### src/shared/uirq_pkg.sv
// uirq_pkg: register map, field positions, reset values and frame formats for the
// serial interrupt/status block.
// assumes an AXI4-Lite slave with 32-bit data; registers sit in the low lanes.
`default_nettype none
package uirq_pkg;
   // register indices; each register owns one word at four times its index
   localparam logic [7:0] UIRQ_ENCLR_OFS  = 8'h14;
   localparam logic [7:0] UIRQ_ENSET_OFS  = 8'h16;
   localparam logic [7:0] UIRQ_FLAG_OFS   = 8'h18;
   localparam logic [7:0] UIRQ_STATUS_OFS = 8'h1a;
   localparam logic [7:0] UIRQ_DATA_OFS   = 8'h28;
   // flag and enable bit positions
   localparam int UIRQ_B_ERROR = 7;
   localparam int UIRQ_B_BRK   = 5;
   localparam int UIRQ_B_CTS   = 4;
   localparam int UIRQ_B_RXS   = 3;
   localparam int UIRQ_B_RXD   = 2;
   localparam int UIRQ_B_TXD   = 1;
   localparam int UIRQ_B_HOLD  = 0;
   // implemented enable bits (bit 6 reserved)
   localparam logic [7:0] UIRQ_EN_MASK = 8'hbf;
   // status bit positions
   localparam int UIRQ_S_TXE  = 6;
   localparam int UIRQ_S_COLLISION_FLAG = 5;
   localparam int UIRQ_S_SYNC = 4;
   localparam int UIRQ_S_CTS  = 3;
   localparam int UIRQ_S_OVF  = 2;
   localparam int UIRQ_S_FRAMING_FAULT = 1;
   localparam int UIRQ_S_PARITY_FAULT = 0;
   // reset values
   localparam logic [7:0]  UIRQ_EN_RST   = 8'h00;
   localparam logic [7:0]  UIRQ_FLAG_RST = 8'h00;
   localparam logic [15:0] UIRQ_STAT_RST = 16'h0000;
   // frame format codes
   localparam logic [3:0] UIRQ_FORM_PAR   = 4'h1;
   localparam logic [3:0] UIRQ_FORM_ABPAR = 4'h5;
   localparam logic [3:0] UIRQ_FORM_AB    = 4'h4;
   // axi response codes
   localparam logic [1:0] UIRQ_RESP_OKAY   = 2'b00;
   localparam logic [1:0] UIRQ_RESP_SLVERR = 2'b10;
endpackage : uirq_pkg
`default_nettype wire

### src/uirq_top.sv
// uirq_top: interrupt enable, flag and line status registers of a serial port,
// reached over AXI4-Lite.
// assumes the framing engine supplies one-cycle event pulses synchronous to aclk.
//
// Local design decision: the AXI4-Lite register port.
`default_nettype none
module uirq_top #(
   parameter int DATA_W = 9                        // received character width
) (
   input  wire logic              aclk,
   input  wire logic              aresetn,
   input  wire logic [7:0]        s_axi_awaddr,
   input  wire logic              s_axi_awvalid,
   output var  logic              s_axi_awready,
   input  wire logic [31:0]       s_axi_wdata,
   input  wire logic [3:0]        s_axi_wstrb,
   input  wire logic              s_axi_wvalid,
   output var  logic              s_axi_wready,
   output var  logic [1:0]        s_axi_bresp,
   output var  logic              s_axi_bvalid,
   input  wire logic              s_axi_bready,
   input  wire logic [7:0]        s_axi_araddr,
   input  wire logic              s_axi_arvalid,
   output var  logic              s_axi_arready,
   output var  logic [31:0]       s_axi_rdata,
   output var  logic [1:0]        s_axi_rresp,
   output var  logic              s_axi_rvalid,
   input  wire logic              s_axi_rready,
   input  wire logic [3:0]        frame_format_sel,        // frame format code
   input  wire logic              start_detect_enable,     // start-of-frame detection on
   input  wire logic              collision_detect_enable, // collision detection on
   input  wire logic              tx_pad_select,           // flow control pinout on
   input  wire logic              rx_enable,               // receiver enabled
   input  wire logic              cts_in,                  // clear-to-send line
   input  wire logic              ev_break,                // break character received
   input  wire logic              ev_rx_start,             // start condition on rx line
   input  wire logic              ev_collision,            // collision seen on line
   input  wire logic              ev_sync_bad,             // sync field not 0x55
   input  wire logic              ev_overflow,             // start bit with full buffer
   input  wire logic              ev_rx_char,              // character received
   input  wire logic              rx_stop_low,             // its first stop bit was low
   input  wire logic              rx_parity_bad,           // its parity was wrong
   input  wire logic [DATA_W-1:0] rx_char,                 // received character
   input  wire logic              ev_tx_idle,              // frame shifted out
   input  wire logic              tx_hold_take,            // shifter took holding data
   output var  logic              tx_data_write,           // pulse: data written
   output var  logic [DATA_W-1:0] tx_data,                 // transmit holding data
   output var  logic              irq                      // interrupt request
);
   // refuse character widths the holding registers cannot carry
   if (DATA_W < 5 || DATA_W > 16) begin : g_width_chk
      $error("uirq_top: DATA_W out of range");
   end

   logic [7:0]        en_q;          // shared enable bits
   logic [7:0]        flag_q;        // interrupt flags
   logic [5:0]        stat_q;        // sticky status: collision_flag,sync,-,ovf,framing_fault,parity_fault
   logic [DATA_W-1:0] rx_buf_q;      // received character held for software
   logic              rx_full_q;     // unread character present
   logic              hold_full_q;   // transmit holding register occupied
   logic              cts_q;         // previous cts level
   logic              cts_live_q;    // registered cts level for status

   // write channel state
   logic              aw_have_q;     // write address captured
   logic              w_have_q;      // write data captured
   logic [7:0]        aw_q;          // captured write address
   logic [31:0]       wd_q;          // captured write data
   logic [3:0]        ws_q;          // captured write strobes

   // helper: byte address of a register's own word from its index
   function automatic logic [7:0] uirq_addr(input logic [7:0] idx);
      uirq_addr = {idx[5:0], 2'b00};
   endfunction : uirq_addr

   // write accepted this cycle: both halves present, no response pending
   logic        wr_go;
   logic [7:0]  wr_word;
   always_comb begin
      wr_go   = aw_have_q && w_have_q && !s_axi_bvalid;
      wr_word = {aw_q[7:2], 2'b00};
   end

   // per-register write strobes with the selected byte
   logic       we_enclr;
   logic       we_enset;
   logic       we_flag;
   logic       we_stat;
   logic       we_data;
   logic [7:0] wb_enclr;
   logic [7:0] wb_enset;
   logic [7:0] wb_flag;
   logic [7:0] wb_stat;
   logic [DATA_W-1:0] wb_data;
   logic       wr_hit;
   always_comb begin
      we_enclr = wr_go && (wr_word == uirq_addr(uirq_pkg::UIRQ_ENCLR_OFS)) && ws_q[0];
      we_enset = wr_go && (wr_word == uirq_addr(uirq_pkg::UIRQ_ENSET_OFS)) && ws_q[0];
      we_flag  = wr_go && (wr_word == uirq_addr(uirq_pkg::UIRQ_FLAG_OFS)) && ws_q[0];
      we_stat  = wr_go && (wr_word == uirq_addr(uirq_pkg::UIRQ_STATUS_OFS)) && ws_q[0];
      we_data  = wr_go && (wr_word == uirq_addr(uirq_pkg::UIRQ_DATA_OFS)) && ws_q[0];
      wb_enclr = wd_q[7:0];
      wb_enset = wd_q[7:0];
      wb_flag  = wd_q[7:0];
      wb_stat  = wd_q[7:0];
      wb_data  = wd_q[DATA_W-1:0];
      wr_hit   = (wr_word == uirq_addr(uirq_pkg::UIRQ_ENCLR_OFS))
              || (wr_word == uirq_addr(uirq_pkg::UIRQ_ENSET_OFS))
              || (wr_word == uirq_addr(uirq_pkg::UIRQ_FLAG_OFS))
              || (wr_word == uirq_addr(uirq_pkg::UIRQ_STATUS_OFS))
              || (wr_word == uirq_addr(uirq_pkg::UIRQ_DATA_OFS));
   end

   // read of data register, taken when the read address is accepted
   logic rd_go;
   logic rd_data;
   always_comb begin
      rd_go   = s_axi_arvalid && s_axi_arready;
      rd_data = rd_go && ({s_axi_araddr[7:2], 2'b00} == uirq_addr(uirq_pkg::UIRQ_DATA_OFS));
   end

   // write address and data capture, either order
   always_ff @(posedge aclk) begin
      if (!aresetn) begin
         aw_have_q <= 1'b0;
         w_have_q  <= 1'b0;
         aw_q      <= 8'h00;
         wd_q      <= 32'h0000_0000;
         ws_q      <= 4'h0;
      end else begin
         if (s_axi_awvalid && s_axi_awready) begin
            aw_have_q <= 1'b1;
            aw_q      <= s_axi_awaddr;
         end else if (wr_go) begin
            aw_have_q <= 1'b0;
         end
         if (s_axi_wvalid && s_axi_wready) begin
            w_have_q <= 1'b1;
            wd_q     <= s_axi_wdata;
            ws_q     <= s_axi_wstrb;
         end else if (wr_go) begin
            w_have_q <= 1'b0;
         end
      end
   end

   // ready while the slot is empty and no response is waiting
   always_ff @(posedge aclk) begin
      if (!aresetn) begin
         s_axi_awready <= 1'b0;
         s_axi_wready  <= 1'b0;
      end else begin
         s_axi_awready <= !aw_have_q && !(s_axi_awvalid && s_axi_awready) && !s_axi_bvalid;
         s_axi_wready  <= !w_have_q && !(s_axi_wvalid && s_axi_wready) && !s_axi_bvalid;
      end
   end

   // write response, slverr for unmapped words
   always_ff @(posedge aclk) begin
      if (!aresetn) begin
         s_axi_bvalid <= 1'b0;
         s_axi_bresp  <= uirq_pkg::UIRQ_RESP_OKAY;
      end else if (wr_go) begin
         s_axi_bvalid <= 1'b1;
         s_axi_bresp  <= wr_hit ? uirq_pkg::UIRQ_RESP_OKAY : uirq_pkg::UIRQ_RESP_SLVERR;
      end else if (s_axi_bready) begin
         s_axi_bvalid <= 1'b0;
      end
   end

   // shared enable bits, reached through set and clear addresses
   always_ff @(posedge aclk) begin
      if (!aresetn) begin
         en_q <= uirq_pkg::UIRQ_EN_RST;
      end else begin
         en_q <= (en_q | (we_enset ? (wb_enset & uirq_pkg::UIRQ_EN_MASK) : 8'h00))
                 & ~(we_enclr ? wb_enclr : 8'h00);
      end
   end

   // cts edge tracking and live level
   always_ff @(posedge aclk) begin
      if (!aresetn) begin
         cts_q      <= 1'b0;
         cts_live_q <= 1'b0;
      end else begin
         cts_q      <= cts_in;
         cts_live_q <= cts_in & tx_pad_select;
      end
   end

   // auto-baud and parity mode decode
   logic mode_ab;
   logic mode_par;
   logic cts_edge;
   always_comb begin
      mode_ab  = (frame_format_sel == uirq_pkg::UIRQ_FORM_AB)
              || (frame_format_sel == uirq_pkg::UIRQ_FORM_ABPAR);
      mode_par = (frame_format_sel == uirq_pkg::UIRQ_FORM_PAR)
              || (frame_format_sel == uirq_pkg::UIRQ_FORM_ABPAR);
      cts_edge = cts_q != cts_in;
   end

   // error events this cycle
   logic [5:0] err_ev;
   always_comb begin
      err_ev = 6'b00_0000;
      err_ev[uirq_pkg::UIRQ_S_COLLISION_FLAG] = ev_collision && collision_detect_enable;
      err_ev[uirq_pkg::UIRQ_S_SYNC] = ev_sync_bad && mode_ab;
      err_ev[uirq_pkg::UIRQ_S_OVF]  = ev_overflow;
      err_ev[uirq_pkg::UIRQ_S_FRAMING_FAULT] = ev_rx_char && rx_stop_low;
      err_ev[uirq_pkg::UIRQ_S_PARITY_FAULT] = ev_rx_char && rx_parity_bad && mode_par;
   end

   // sticky status bits, set wins over clear; all cleared while the receiver is off, except collision_flag and sync set by a new event
   always_ff @(posedge aclk) begin
      if (!aresetn) begin
         stat_q <= uirq_pkg::UIRQ_STAT_RST[5:0];
      end else if (!rx_enable) begin
         stat_q <= err_ev & 6'b11_0000;
      end else begin
         stat_q <= (stat_q & ~(we_stat ? wb_stat[5:0] & 6'b11_0111 : 6'b00_0000))
                   | err_ev;
      end
   end

   // receive holding buffer
   always_ff @(posedge aclk) begin
      if (!aresetn) begin
         rx_buf_q  <= '0;
         rx_full_q <= 1'b0;
      end else if (!rx_enable) begin
         rx_full_q <= 1'b0;
      end else if (ev_rx_char) begin
         rx_buf_q  <= rx_char;
         rx_full_q <= 1'b1;
      end else if (rd_data) begin
         rx_full_q <= 1'b0;
      end
   end

   // transmit holding register
   always_ff @(posedge aclk) begin
      if (!aresetn) begin
         hold_full_q   <= 1'b0;
         tx_data       <= '0;
         tx_data_write <= 1'b0;
      end else begin
         tx_data_write <= we_data;
         if (we_data) begin
            hold_full_q <= 1'b1;
            tx_data     <= wb_data;
         end else if (tx_hold_take) begin
            hold_full_q <= 1'b0;
         end
      end
   end

   // interrupt flags, hardware set wins over software clear, except a data write blocks the transmit-done set
   logic [7:0] fl_set;
   logic [7:0] fl_clr;
   always_comb begin
      fl_set = 8'h00;
      fl_clr = 8'h00;
      fl_set[uirq_pkg::UIRQ_B_ERROR] = |err_ev;
      fl_set[uirq_pkg::UIRQ_B_BRK]   = ev_break && mode_ab;
      fl_set[uirq_pkg::UIRQ_B_CTS]   = cts_edge;
      fl_set[uirq_pkg::UIRQ_B_RXS]   = ev_rx_start && start_detect_enable;
      fl_set[uirq_pkg::UIRQ_B_TXD]   = ev_tx_idle && !hold_full_q && !we_data;
      if (we_flag) begin
         fl_clr = wb_flag & 8'hba;
      end
      if (we_data) begin
         fl_clr[uirq_pkg::UIRQ_B_TXD] = 1'b1;
      end
   end

   always_ff @(posedge aclk) begin
      if (!aresetn) begin
         flag_q <= uirq_pkg::UIRQ_FLAG_RST;
      end else begin
         flag_q <= ((flag_q & ~fl_clr) | fl_set) & 8'hba;
      end
   end

   // live flags: receive done and holding empty follow buffer state
   logic [7:0] flag_view;
   always_comb begin
      flag_view = flag_q;
      flag_view[uirq_pkg::UIRQ_B_RXD]  = rx_full_q;
      flag_view[uirq_pkg::UIRQ_B_HOLD] = !hold_full_q;
   end

   // interrupt request from flags gated by enables
   always_ff @(posedge aclk) begin
      if (!aresetn) begin
         irq <= 1'b0;
      end else begin
         irq <= |(flag_view & en_q);
      end
   end

   // status view, transmitter empty reads zero
   logic [15:0] stat_view;
   always_comb begin
      stat_view = 16'h0000;
      stat_view[uirq_pkg::UIRQ_S_TXE]  = 1'b0;
      stat_view[uirq_pkg::UIRQ_S_COLLISION_FLAG] = stat_q[uirq_pkg::UIRQ_S_COLLISION_FLAG];
      stat_view[uirq_pkg::UIRQ_S_SYNC] = stat_q[uirq_pkg::UIRQ_S_SYNC];
      stat_view[uirq_pkg::UIRQ_S_CTS]  = cts_live_q;
      stat_view[uirq_pkg::UIRQ_S_OVF]  = stat_q[uirq_pkg::UIRQ_S_OVF];
      stat_view[uirq_pkg::UIRQ_S_FRAMING_FAULT] = stat_q[uirq_pkg::UIRQ_S_FRAMING_FAULT];
      stat_view[uirq_pkg::UIRQ_S_PARITY_FAULT] = stat_q[uirq_pkg::UIRQ_S_PARITY_FAULT];
   end

   // read mux by word
   logic [31:0] rd_word;
   logic        rd_hit;
   always_comb begin
      rd_word = 32'h0000_0000;
      rd_hit  = 1'b1;
      case ({s_axi_araddr[7:2], 2'b00})
         uirq_addr(uirq_pkg::UIRQ_ENCLR_OFS), uirq_addr(uirq_pkg::UIRQ_ENSET_OFS): begin
            rd_word = 32'(en_q);
         end
         uirq_addr(uirq_pkg::UIRQ_FLAG_OFS): begin
            rd_word = 32'(flag_view);
         end
         uirq_addr(uirq_pkg::UIRQ_STATUS_OFS): begin
            rd_word = 32'(stat_view);
         end
         uirq_addr(uirq_pkg::UIRQ_DATA_OFS): begin
            rd_word = 32'(rx_buf_q);
         end
         default: begin
            rd_hit = 1'b0;
         end
      endcase
   end

   // read channel: one read at a time
   always_ff @(posedge aclk) begin
      if (!aresetn) begin
         s_axi_arready <= 1'b0;
         s_axi_rvalid  <= 1'b0;
         s_axi_rdata   <= 32'h0000_0000;
         s_axi_rresp   <= uirq_pkg::UIRQ_RESP_OKAY;
      end else if (rd_go) begin
         s_axi_arready <= 1'b0;
         s_axi_rvalid  <= 1'b1;
         s_axi_rdata   <= rd_word;
         s_axi_rresp   <= rd_hit ? uirq_pkg::UIRQ_RESP_OKAY : uirq_pkg::UIRQ_RESP_SLVERR;
      end else if (s_axi_rvalid) begin
         if (s_axi_rready) begin
            s_axi_rvalid <= 1'b0;
         end
      end else begin
         s_axi_arready <= 1'b1;
      end
   end
endmodule : uirq_top
`default_nettype wire

### config.mk
export PLATFORM = sky130hd
export DESIGN_NAME = uirq_top
export DESIGN_NICKNAME = d
export VERILOG_FILES = /design/src/shared/uirq_pkg.sv /design/src/uirq_top.sv
export SDC_FILE = /design/constraint.sdc
export NUM_CORES = 1
export LEC_CHECK = 0
export BUFFER_PORTS_ARGS = -buffer_cell sky130_fd_sc_hd__buf_2
export CORE_MARGIN = 2
export CORE_UTILIZATION = 23
export CTS_CLUSTER_DIAMETER = 120
export DETAILED_ROUTE_END_ITERATION = 10
export GPL_TIMING_DRIVEN = 1
export SLEW_MARGIN = 0
export SYNTH_ARGS = -nofsm -noshare
export SYNTH_HDL_FRONTEND = slang
export SYNTH_SLANG_ARGS = --single-unit
export TNS_END_PERCENT = 100
### constraint.sdc
create_clock -name aclk -period 1.6 [get_ports aclk]
set_input_delay 0.24 -clock aclk [delete_from_list [all_inputs] [get_ports aclk]]
set_output_delay 0.24 -clock aclk [all_outputs]
set_load 0.02 [all_outputs]
[Word-level counts from Yosys, hierarchy flattened]
Index checks and enable logic that the tools add are counted.
Word-level totals
  register bits after elaboration: 107
  output and inout bits: 52
  bits of input ports: 87
  word-level logic and storage cells: 128
Cells by class
  multiplexer cells: 22
  reduce and logical (&&, ||, !) cells: 54
  bitwise operators: 12
  equal/unequal tests: 14
Operators by type and width (number)
  $eq 6x5->1 const B: 8
  $pmux 9 s4: 1
  $logic_and 1x1->1: 29
  $and 8x8->8: 3
  $mux 8: 3
  $not 8->8: 2
  $or 8x8->8: 2
  $mux 1: 14
  $eq 6x6->1 const B: 2
  $mux 6: 2
  $reduce_bool 2->1: 5
  $reduce_or 5->1: 2
  $eq 4x3->1 const B: 2
  $reduce_or 8->1: 1
  $logic_not 1->1: 7
  $and 6x6->6: 1
  $logic_or 1x1->1: 6
  $not 6->6: 1
  $or 6x6->6: 1
  $eq 4x1->1 const B: 1
  $mux 2: 2
  $reduce_and 2->1: 2
  $reduce_or 2->1: 2
  $and 1x1->1: 1
  2 further kinds: 2

[Longest topological paths before layout]
Gate-level depths: netlist (run 1).
  word-level depth: 9
  mapped depth: 5
  depth with buffers taken out: 4

[Worst setup path before layout (run 1)]
OpenSTA, ideal clock, no wires.
  path kind: reg-to-reg
  from: register s_axi_bvalid
  to: register stat_q[5]
  required time: 1.484 ns
  cell stages (with the launch flop): 5
  setup time: 0.116 ns
  path slack: 0.115 ns
  arrival: 1.369 ns
  buffers on the path: 0
  clock period less this slack: 1.485 ns
  cell sequence: dfxtp_1 -> nand4b_4 -> nor3_1 -> a21oi_1 -> a31o_2
On the way
  word-level cells in the longest chain between the ends: 9
RTL lines
  from (decl): RTL line uirq_top.sv:20  | output var logic s_axi_bvalid,
  from (signal assigned): RTL line uirq_top.sv:161  | s_axi_bvalid <= 1'b0;
  from (signal assigned): RTL line uirq_top.sv:164  | s_axi_bvalid <= 1'b1;
  from (signal assigned): RTL line uirq_top.sv:167  | s_axi_bvalid <= 1'b0;
  $logic_not 1->1: RTL line uirq_top.sv:80  | wr_go = aw_have_q && w_have_q && !s_axi_bvalid;
  $logic_and 1x1->1: RTL line uirq_top.sv:80
  $logic_and 1x1->1 (2 in series): RTL line uirq_top.sv:100  | we_stat = wr_go && (wr_word == uirq_addr(uirq_pkg::UIRQ_STATUS_OFS)) && ws_q[0];
  $mux 6: RTL line uirq_top.sv:222  | stat_q <= (stat_q & ~(we_stat ? wb_stat[5:0] & 6'b11_0111 : 6'b00_0000))
  $not 6->6: RTL line uirq_top.sv:222
  $and 6x6->6: RTL line uirq_top.sv:222
  $or 6x6->6: RTL line uirq_top.sv:223  | | err_ev;
  $mux 6: RTL line uirq_top.sv:219  | end else if (!rx_enable) begin
  to (signal assigned): RTL line uirq_top.sv:218  | stat_q <= uirq_pkg::UIRQ_STAT_RST[5:0];
  to (signal assigned): RTL line uirq_top.sv:220  | stat_q <= err_ev & 6'b11_0000;
  to (signal assigned): RTL line uirq_top.sv:222
  to (decl): RTL line uirq_top.sv:57  | logic [5:0] stat_q;
No other way between the ends.
A chain may end at the register's enable or synchronous reset.

[Worst setup path after layout (run 1)]
  from: register aw_q[7]
  to: register en_q[4]
On the way
  word-level cells in the longest chain between the ends: 6
  elaborated cells between the ends (all ways): 11
  those cells by class: eq/ne: 2; mux: 2; bitwise: 3; reduce/logical: 4
RTL lines
  from (decl): RTL line uirq_top.sv:67  | logic [7:0] aw_q;
  from (signal assigned): RTL line uirq_top.sv:133  | aw_q <= s_axi_awaddr;
  $eq 6x5->1 (on tied branches): RTL line uirq_top.sv:98, uirq_top.sv:97
  $logic_and 1x1->1 (on tied branches) (2 in series): RTL line uirq_top.sv:98, uirq_top.sv:97
  $mux 8 (on tied branches): RTL line uirq_top.sv:176, uirq_top.sv:177
  $or 8x8->8 / $not 8->8 (equally long branches): RTL line uirq_top.sv:176, uirq_top.sv:177
  $and 8x8->8 (*): RTL line uirq_top.sv:177  | & ~(we_enclr ? wb_enclr : 8'h00);
  to (signal assigned): RTL line uirq_top.sv:174  | en_q <= uirq_pkg::UIRQ_EN_RST;
  to (signal assigned): RTL line uirq_top.sv:176  | en_q <= (en_q | (we_enset ? (wb_enset & uirq_pkg::UIRQ_EN_MASK) : 8'h00))
  to (decl): RTL line uirq_top.sv:55  | logic [7:0] en_q;
Every way passes the cells marked *; elsewhere a longest branch is shown, timed or not.

==> results of run 1 <==
## area by class of cell
class	instances	area [sq um]	area share
Tap cell	180	225	0.0533
Antenna cell	1	2.50	0.000592
Clock buffer	10	229	0.0542
Multi-Input combinational cell	264	1600	0.378
Inverter	10	37.5	0.00888
Clock inverter	6	65.1	0.0154
Timing Repair Buffer	99	548	0.130
Sequential cell	76	1520	0.360
## cells in the final DEF (no fill, tap or decap), drive strengths merged, types with 3 or more instances in the layout
cell type,n
or3b,3
mux2i,5
nor3,9
clkbuf,10
a21oi,47
nor2b,3
nand3,18
clkinv,4
nor4b,4
a22o,9
nand2,58
conb,25
nor4,3
dfxtp,76
a311oi,3
nor2,7
a221oi,8
inv,10
buf,99
o21ai,16
nand2b,7
a31oi,3
a211oi,8
## worst max-delay path: stages (launching register included)
cell	delay, ns
sky130_fd_sc_hd__dfxtp_1	0.38
sky130_fd_sc_hd__nand4bb_4	0.27
sky130_fd_sc_hd__nor4_4	0.21
sky130_fd_sc_hd__buf_4	0.19
sky130_fd_sc_hd__a21oi_1	0.07
sky130_fd_sc_hd__a211oi_1	0.26
## synth_stat cells, drive strengths merged
cell | n | area, sq um
dfxtp | 76 | 1520
nand2 | 58 | 218
a21oi | 47 | 243
buf | 33 | 248
nand3 | 18 | 90.1
o21ai | 16 | 80.1
inv | 10 | 37.5
a22o | 9 | 78.8
nor3 | 9 | 56.3
a211oi | 8 | 60.1
a221oi | 8 | 70.1
nand2b | 7 | 46.3
nor2 | 7 | 33.8
clkbuf | 6 | 32.5
mux2i | 5 | 50.1
nor4b | 4 | 80.1
a311oi | 3 | 26.3
a31oi | 3 | 25.0
nor2b | 3 | 18.8
nor4 | 3 | 33.8
or3b | 3 | 28.8
a21boi | 2 | 15.0
a22oi | 2 | 15.0
a31o | 2 | 17.5
and2 | 2 | 12.5
and3 | 2 | 12.5
nand4 | 2 | 12.5
o311a | 2 | 20.0
or2 | 2 | 15.0
or2b | 2 | 17.5
a21o | 1 | 7.51
a222oi | 1 | 10.0
a41oi | 1 | 8.76
conb | 1 | 3.75
nand4b | 1 | 23.8
nand4bb | 1 | 11.3
nor3b | 1 | 7.51
o21a | 1 | 7.51
o31ai | 1 | 7.51
or3 | 1 | 6.26
xnor2 | 1 | 8.76
## registers in the layout, summed over array words and instances (netlist names), 5 cells and up
name,count
rx_buf_q,9
wd_q,9
stat_q,5
tx_data,9
en_q,8
flag_q,5
s_axi_rdata,9
aw_q,6
## metal layers
layer | share of wire | global-route usage | vias up
li1 | - | - | 1448
met1 | 0.45 | 0.155 | 1366
met2 | 0.47 | 0.197 | 88
met3 | 0.062 | 0.0339 | 15
met4 | 0.016 | 0.0414 | 0
met5 | 0 | 0 | -
## stage by stage
step | setup slack [ns] | instance area [sq um] | util
after floorplan | 0.115 | 3410 | -
after global placement | 0.0756 | 3890 | 0.278
final | 0.114 | 4230 | 0.302
after CTS | 0.0329 | 4190 | 0.299
after global routing | 0.0142 | 4220 | 0.302
after detailed placement | 0.0279 | 3890 | 0.278
## worst min-delay path by stage
stage / from / to / slack, ns
2_1_floorplan: cts_in / cts_q$_SDFF_PN0_ / 0.36
3_3_place_gp: s_axi_rdata[7]$_SDFFE_PN0P_ / s_axi_rdata[7]$_SDFFE_PN0P_ / 0.44
4_1_cts: s_axi_wdata[7] / wd_q[7]$_SDFFE_PN0P_ / 0.13
3_5_place_dp: s_axi_rdata[6]$_SDFFE_PN0P_ / s_axi_rdata[6]$_SDFFE_PN0P_ / 0.44
5_1_grt: s_axi_wdata[0] / wd_q[0]$_SDFFE_PN0P_ / 0.15
6_report: s_axi_wdata[7] / wd_q[7]$_SDFFE_PN0P_ / 0.14
## power breakdown
group          total, mW  leakage, nW  internal, mW  switching [mW]
registers           2.02        0.619          1.96          0.0674
logic              0.408        0.943         0.153           0.255
clock network       2.01        0.142          1.21           0.799
## kinds of logic (layout without fill, tap and decap cells)
| logic type | after synthesis | after routing | share of synthesized area |
|---|---|---|---|
| compound gates | 107 | 107 | 0.209 |
| xor+xnor | 1 | 1 | 0.00264 |
| buf+inv | 49 | 125 | 0.0958 |
| flops | 76 | 76 | 0.459 |
| mux | 5 | 5 | 0.0151 |
| other cells | 1 | 26 | 0.00113 |
| simple gates | 126 | 126 | 0.218 |
## timing repair
action | CTS | global route
gates resized for setup | 0 | 3
endpoints found under the setup margin | 0 | 15
buffers inserted | 0 | 1
==> results.rst, run 1 <==
.. list-table::
   :header-rows: 1

   * - Metric
     - Value
   * - Post-Syn Instances
     - approximately 370
   * - Ports
     - ~140
   * - First DRT Iteration DRCs
     - about 150
   * - Overall Global Routing Usage
     - 0.121
   * - Number of max-capacitance violations reported
     - 0
   * - Number of hold-repair buffers added at the cts stage
     - 0
   * - Element type at the critical path start
     - register
   * - Overflow left after global routing
     - 0
   * - FF-to-FF End
     - en_q[4]$_SDFF_PN0_
   * - Maximum net fanout on the critical path
     - 7
   * - Outcome
     - complete, no violations
   * - Portion of the clock cycle consumed by the worst path in the final layout
     - 0.929
   * - Endpoint class of the critical path
     - register
   * - Netlist cell types
     - 54
   * - Clock transition at path regs
     - around 0.06 ns
   * - Die area
     - ~15000 sq um
   * - Hold path depth
     - 3
   * - Number of clock sinks
     - between 70 and 80
   * - Achievable frequency
     - slightly below 700 MHz
   * - Peak VDD IR
     - between 0.3 and 0.4 mV
   * - Worst max-slew margin expressed relative to the limit
     - 0.629
   * - DR pass1 iterations
     - 4
   * - Global placer's final weighted congestion
     - between 0.8 and 0.9
   * - Fin nets
     - approximately 550
   * - Die Wd
     - about 120 um
   * - Detail Placement HPWL
     - a little over 7000 um
   * - Worst slack on hold paths
     - 0.140 ns
   * - DIE HEIGHT
     - between 100 and 150 um
   * - Number of DRC violations after detailed routing
     - 0
   * - Static leakage
     - 1.70 nW
   * - CTS tree
     - done
   * - Number of buffers inserted during clock tree synthesis
     - 9
   * - Wire length of the first global-routing pass
     - around 14000 um
   * - Count of filler cells inserted in the layout
     - approximately 1500
   * - Final instance count without filler cells
     - about 650
   * - Wirelength per Cell
     - approximately 14 um
   * - Seq/Total Area, Yosys
     - 0.459
   * - Average vias per placed instance
     - 4.52
   * - Type of the worst min-delay path
     - input pin to register
   * - Worst-case register-to-register setup slack
     - between 0.1 and 0.15 ns
   * - Worst setup skew after layout
     - a little under 0.007 ns
   * - Remaining antenna violation count after routing
     - 0
   * - Overall power after layout
     - 4.44 mW
   * - Fin Setup TNS
     - 0 ns
   * - Wire length after detailed routing
     - slightly above 9000 um
   * - Antenna violations before repair
     - 0
   * - Vias in the first global route
     - between 2000 and 3000
   * - Starting density of the core
     - 0.237
   * - Unrepaired setup endpoints after global routing
     - no
   * - Critical Path AT
     - roughly 1.7 ns
   * - Launching point of the worst reg2reg path
     - aw_q[7]$_SDFFE_PN0P_
   * - Total power density per cell area
     - around 1100 nW/um^2
   * - Total number of vias
     - around 2900
   * - Row count
     - between 40 and 50
   * - Mean Syn Cell Area
     - approximately 9 sq um
   * - Netlist Area Pre-Place
     - between 3000 and 4000 sq um
   * - Post-placement cell count
     - 628
   * - Cell at the root of the clock tree
     - sky130_fd_sc_hd__clkbuf_16
   * - Required time at the endpoint of the critical path
     - about 1.8 ns
   * - Register-to-Register Path Depth
     - 5
   * - Final Hold Viols
     - 0
   * - Number of buffers between clock root and the deepest sink
     - 2
   * - Startpoint of the most critical setup path
     - aw_q[7]$_SDFFE_PN0P_
   * - Clock latency on the worst-skew pair
     - around 0.33 ns
   * - Synth-to-layout area growth
     - 27.3%
   * - WS Path Type
     - register to register
   * - Synthesis Warnings
     - 0
   * - Capture point of the critical path
     - en_q[4]$_SDFF_PN0_
   * - Final setup violation count
     - 0
   * - Worst slew pin tran
     - 0.553 ns
   * - Number of buffers added on ports
     - a little over 80
   * - Seq cells post-synth
     - 76
   * - Final count of pins violating max slew
     - 0
   * - Maximum number of pins on one net before global-route repair
     - 22
   * - Tmin final
     - ~1.5 ns
   * - Layout cells sized above 1
     - 0.288
   * - CTS H-Tree Depth
     - 3
   * - Placeable core area
     - ~14000 sq um
Power figures use the tool's default switching activity.
==> inputs of run 2 (changes only) <==
--- a/config.mk
+++ b/config.mk
@@ -6,11 +6,14 @@
 export NUM_CORES = 1
 export LEC_CHECK = 0
 export BUFFER_PORTS_ARGS = -buffer_cell sky130_fd_sc_hd__buf_2
+export CELL_PAD_IN_SITES_DETAIL_PLACEMENT = 1
+export CELL_PAD_IN_SITES_GLOBAL_PLACEMENT = 1
 export CORE_MARGIN = 2
 export CORE_UTILIZATION = 23
 export CTS_CLUSTER_DIAMETER = 120
 export DETAILED_ROUTE_END_ITERATION = 10
 export GPL_TIMING_DRIVEN = 1
+export PLACE_DENSITY_LB_ADDON = 0.1
 export SLEW_MARGIN = 0
 export SYNTH_ARGS = -nofsm -noshare
 export SYNTH_HDL_FRONTEND = slang
==> run 2 against run 1 <==
Compared with the run above: sequential cell count did not move; largest cell class unchanged; largest power group is now clock; sequential power barely moved; wire length rose by 10%; critical path type unchanged; first-iteration DRC count fell by 36%; clock skew fell by 0.0022 ns.
==> results.rst, run 2 (synthesized netlist as in run 1, its figures left out) <==
.. list-table::
   :header-rows: 1

   * - Metric
     - Value
   * - Outcome
     - complete, no violations
   * - Leading cell type in the layout, fill and taps excluded
     - sky130_fd_sc_hd__buf_2
   * - Antenna Diode Count
     - 0
   * - Total power density per cell area
     - ~1100 nW/um^2
   * - CTS tree
     - done
   * - Overall Global Routing Usage
     - 0.138
   * - Antenna violations before repair
     - 0
   * - Ports
     - between 100 and 150
   * - Placeable core area
     - roughly 14000 sq um
   * - Layout cells sized above 1
     - 0.302
   * - Worst max-slew margin expressed relative to the limit
     - 0.639
   * - Count of filler cells inserted in the layout
     - between 1500 and 2000
   * - Starting density of the core
     - 0.237
   * - Synth-to-layout area growth
     - 29.4%
   * - Worst-case register-to-register setup slack
     - between 0.1 and 0.15 ns
   * - Total number of vias
     - a little under 3000
   * - Footprint of the multi-input gates
     - roughly 1600 sq um
   * - Unrepaired setup endpoints after global routing
     - no
   * - Endpoint class of the critical path
     - register
   * - Type of the worst min-delay path
     - input pin to register
   * - Number of max-capacitance violations reported
     - 0
   * - FF-to-FF End
     - stat_q[5]$_SDFF_PN0_
   * - Achievable frequency
     - between 600 and 700 MHz
   * - Overflow left after global routing
     - 0
   * - Final Hold Viols
     - 0
   * - Remaining antenna violation count after routing
     - 0
   * - Detail Placement HPWL
     - 7900 um
   * - Peak VDD IR
     - between 0.4 and 0.5 mV
   * - Start point of the worst min-delay path
     - s_axi_wstrb[0]
   * - Fin nets
     - 552
   * - Tmin final
     - about 1.5 ns
   * - Number of buffers between clock root and the deepest sink
     - 2
   * - Element type at the critical path start
     - register
   * - Worst slack on hold paths
     - between 0.1 and 0.15 ns
   * - Wire length after detailed routing
     - 10200 um
   * - Slowest cell delay on critical path
     - around 0.36 ns
   * - Required time at the endpoint of the critical path
     - ~1.8 ns
   * - Standard cell with the maximum stage delay on the critical path
     - sky130_fd_sc_hd__dfxtp_1
   * - Final setup violation count
     - 0
   * - Hold path depth
     - 3
   * - Static leakage
     - approximately 1.8 nW
   * - Portion of the clock cycle consumed by the worst path in the final layout
     - 0.907
   * - Final count of pins violating max slew
     - 0
   * - Vias in the first global route
     - between 2000 and 3000
   * - Average vias per placed instance
     - roughly 4.5
   * - Worst slew pin tran
     - 0.538 ns
   * - Die Wd
     - roughly 120 um
   * - Global placer's final weighted congestion
     - between 0.7 and 0.8
   * - Overall power after layout
     - between 4 and 5 mW
   * - Hold Path End
     - ws_q[0]$_SDFFE_PN0P_
   * - Worst setup skew after layout
     - between 0.004 and 0.005 ns
   * - Chain of cells forming the critical path
     - nand4bb_1 > nor3_2 > buf_4 > a21oi_1 > a31o_2
   * - Cell at the root of the clock tree
     - sky130_fd_sc_hd__clkbuf_16
   * - Wire length of the first global-routing pass
     - around 16000 um
   * - Clock transition at path regs
     - 0.06 ns
   * - Wirelength per Cell
     - approximately 16 um
   * - Critical Path AT
     - approximately 1.7 ns
   * - Leading cell types in the layout, fill and taps excluded
     - 83 x sky130_fd_sc_hd__buf_2, 74 x sky130_fd_sc_hd__dfxtp_1, 58 x sky130_fd_sc_hd__nand2_1
   * - Clock latency on the worst-skew pair
     - between 0.3 and 0.4 ns
   * - Number of DRC violations after detailed routing
     - 0
   * - Maximum number of pins on one net before global-route repair
     - 23
   * - WS Path Type
     - register to register
   * - Area used by sequential logic in the layout
     - approximately 1500 sq um
   * - DR pass1 iterations
     - 4
   * - CTS H-Tree Depth
     - 3
   * - Maximum net fanout on the critical path
     - 6
   * - DIE HEIGHT
     - about 120 um
   * - Register-to-Register Path Depth
     - 5
   * - Number of buffers inserted during clock tree synthesis
     - 9
   * - Startpoint of the most critical setup path
     - aw_q[7]$_SDFFE_PN0P_
   * - Launching point of the worst reg2reg path
     - aw_q[7]$_SDFFE_PN0P_
   * - Row count
     - 43
   * - Number of buffers added on ports
     - 83
   * - Die area
     - about 15000 sq um
   * - Number of clock sinks
     - 76
   * - First DRT Iteration DRCs
     - 98
   * - Fin Setup TNS
     - 0 ns
## run 2: changes by cell type in the layout (fill, tap and decap cells not counted), moves of 2 or more
cell                       delta
sky130_fd_sc_hd__buf_4        +5
sky130_fd_sc_hd__clkbuf_8     +3
sky130_fd_sc_hd__dfxtp_1      -2
sky130_fd_sc_hd__clkinv_4     -2
sky130_fd_sc_hd__dfxtp_2      +2
## run 2: worst max-delay path: cells and delay by family (launching register included)
| kind | cells | cell delay, ns |
|---|---|---|
| simple gates | 2 | 0.50 |
| flops | 1 | 0.36 |
| compound gates | 2 | 0.32 |
| buf+inv | 1 | 0.17 |
## run 2: how the worst max path moves through the flow
stage                                       end  slack [ns]  cells past startpoint
CTS                     tx_data[8]$_SDFFE_PN0P_        0.05                      4
floorplan                  stat_q[5]$_SDFF_PN0_        0.12                      4
finish                     stat_q[5]$_SDFF_PN0_        0.15                      5
global route                 en_q[7]$_SDFF_PN0_       0.002                      5
global placement    s_axi_rdata[3]$_SDFFE_PN0P_        0.05                      5
detailed placement  s_axi_rdata[3]$_SDFFE_PN0P_        0.05                      5
## run 2: final cells by class
cell class / instances / share of cell area
Inverter: 10 / 0.00874
Multi-Input combinational cell: 264 / 0.369
Clock inverter: 4 / 0.0163
Timing Repair Buffer: 104 / 0.136
Clock buffer: 12 / 0.0621
Tap cell: 180 / 0.0524
Sequential cell: 76 / 0.355
## run 2: through the flow
step	setup WS, ns	area [sq um]	cells	util
2_1_floorplan	0.115	3410	389	-
3_3_place_gp	0.0483	3940	634	0.282
3_5_place_dp	0.0484	3940	634	0.282
4_1_cts	0.0539	4280	650	0.306
5_1_grt	0.00203	4290	650	0.307
6_report	0.149	4290	650	0.307
## run 2: layer usage
layer / global-route usage / wire (um) / part of all wire
met5: 0 / 0 / 0
met4: 0.0569 / 177 / 0.017
met1: 0.193 / 5060 / 0.49
met3: 0.0307 / 510 / 0.050
met2: 0.203 / 4480 / 0.44
## run 2: what timing repair did
item,in CTS,in global routing
buffers inserted,0,0
hold buffers,0,0
setup endpoints to repair,0,10
gates resized for setup,0,5
## run 2: report_power, final
part / switching [mW] / internal [mW]
clock network: 0.795 / 1.49
registers: 0.0639 / 1.96
logic: 0.265 / 0.157
total: 1.12 / 3.60
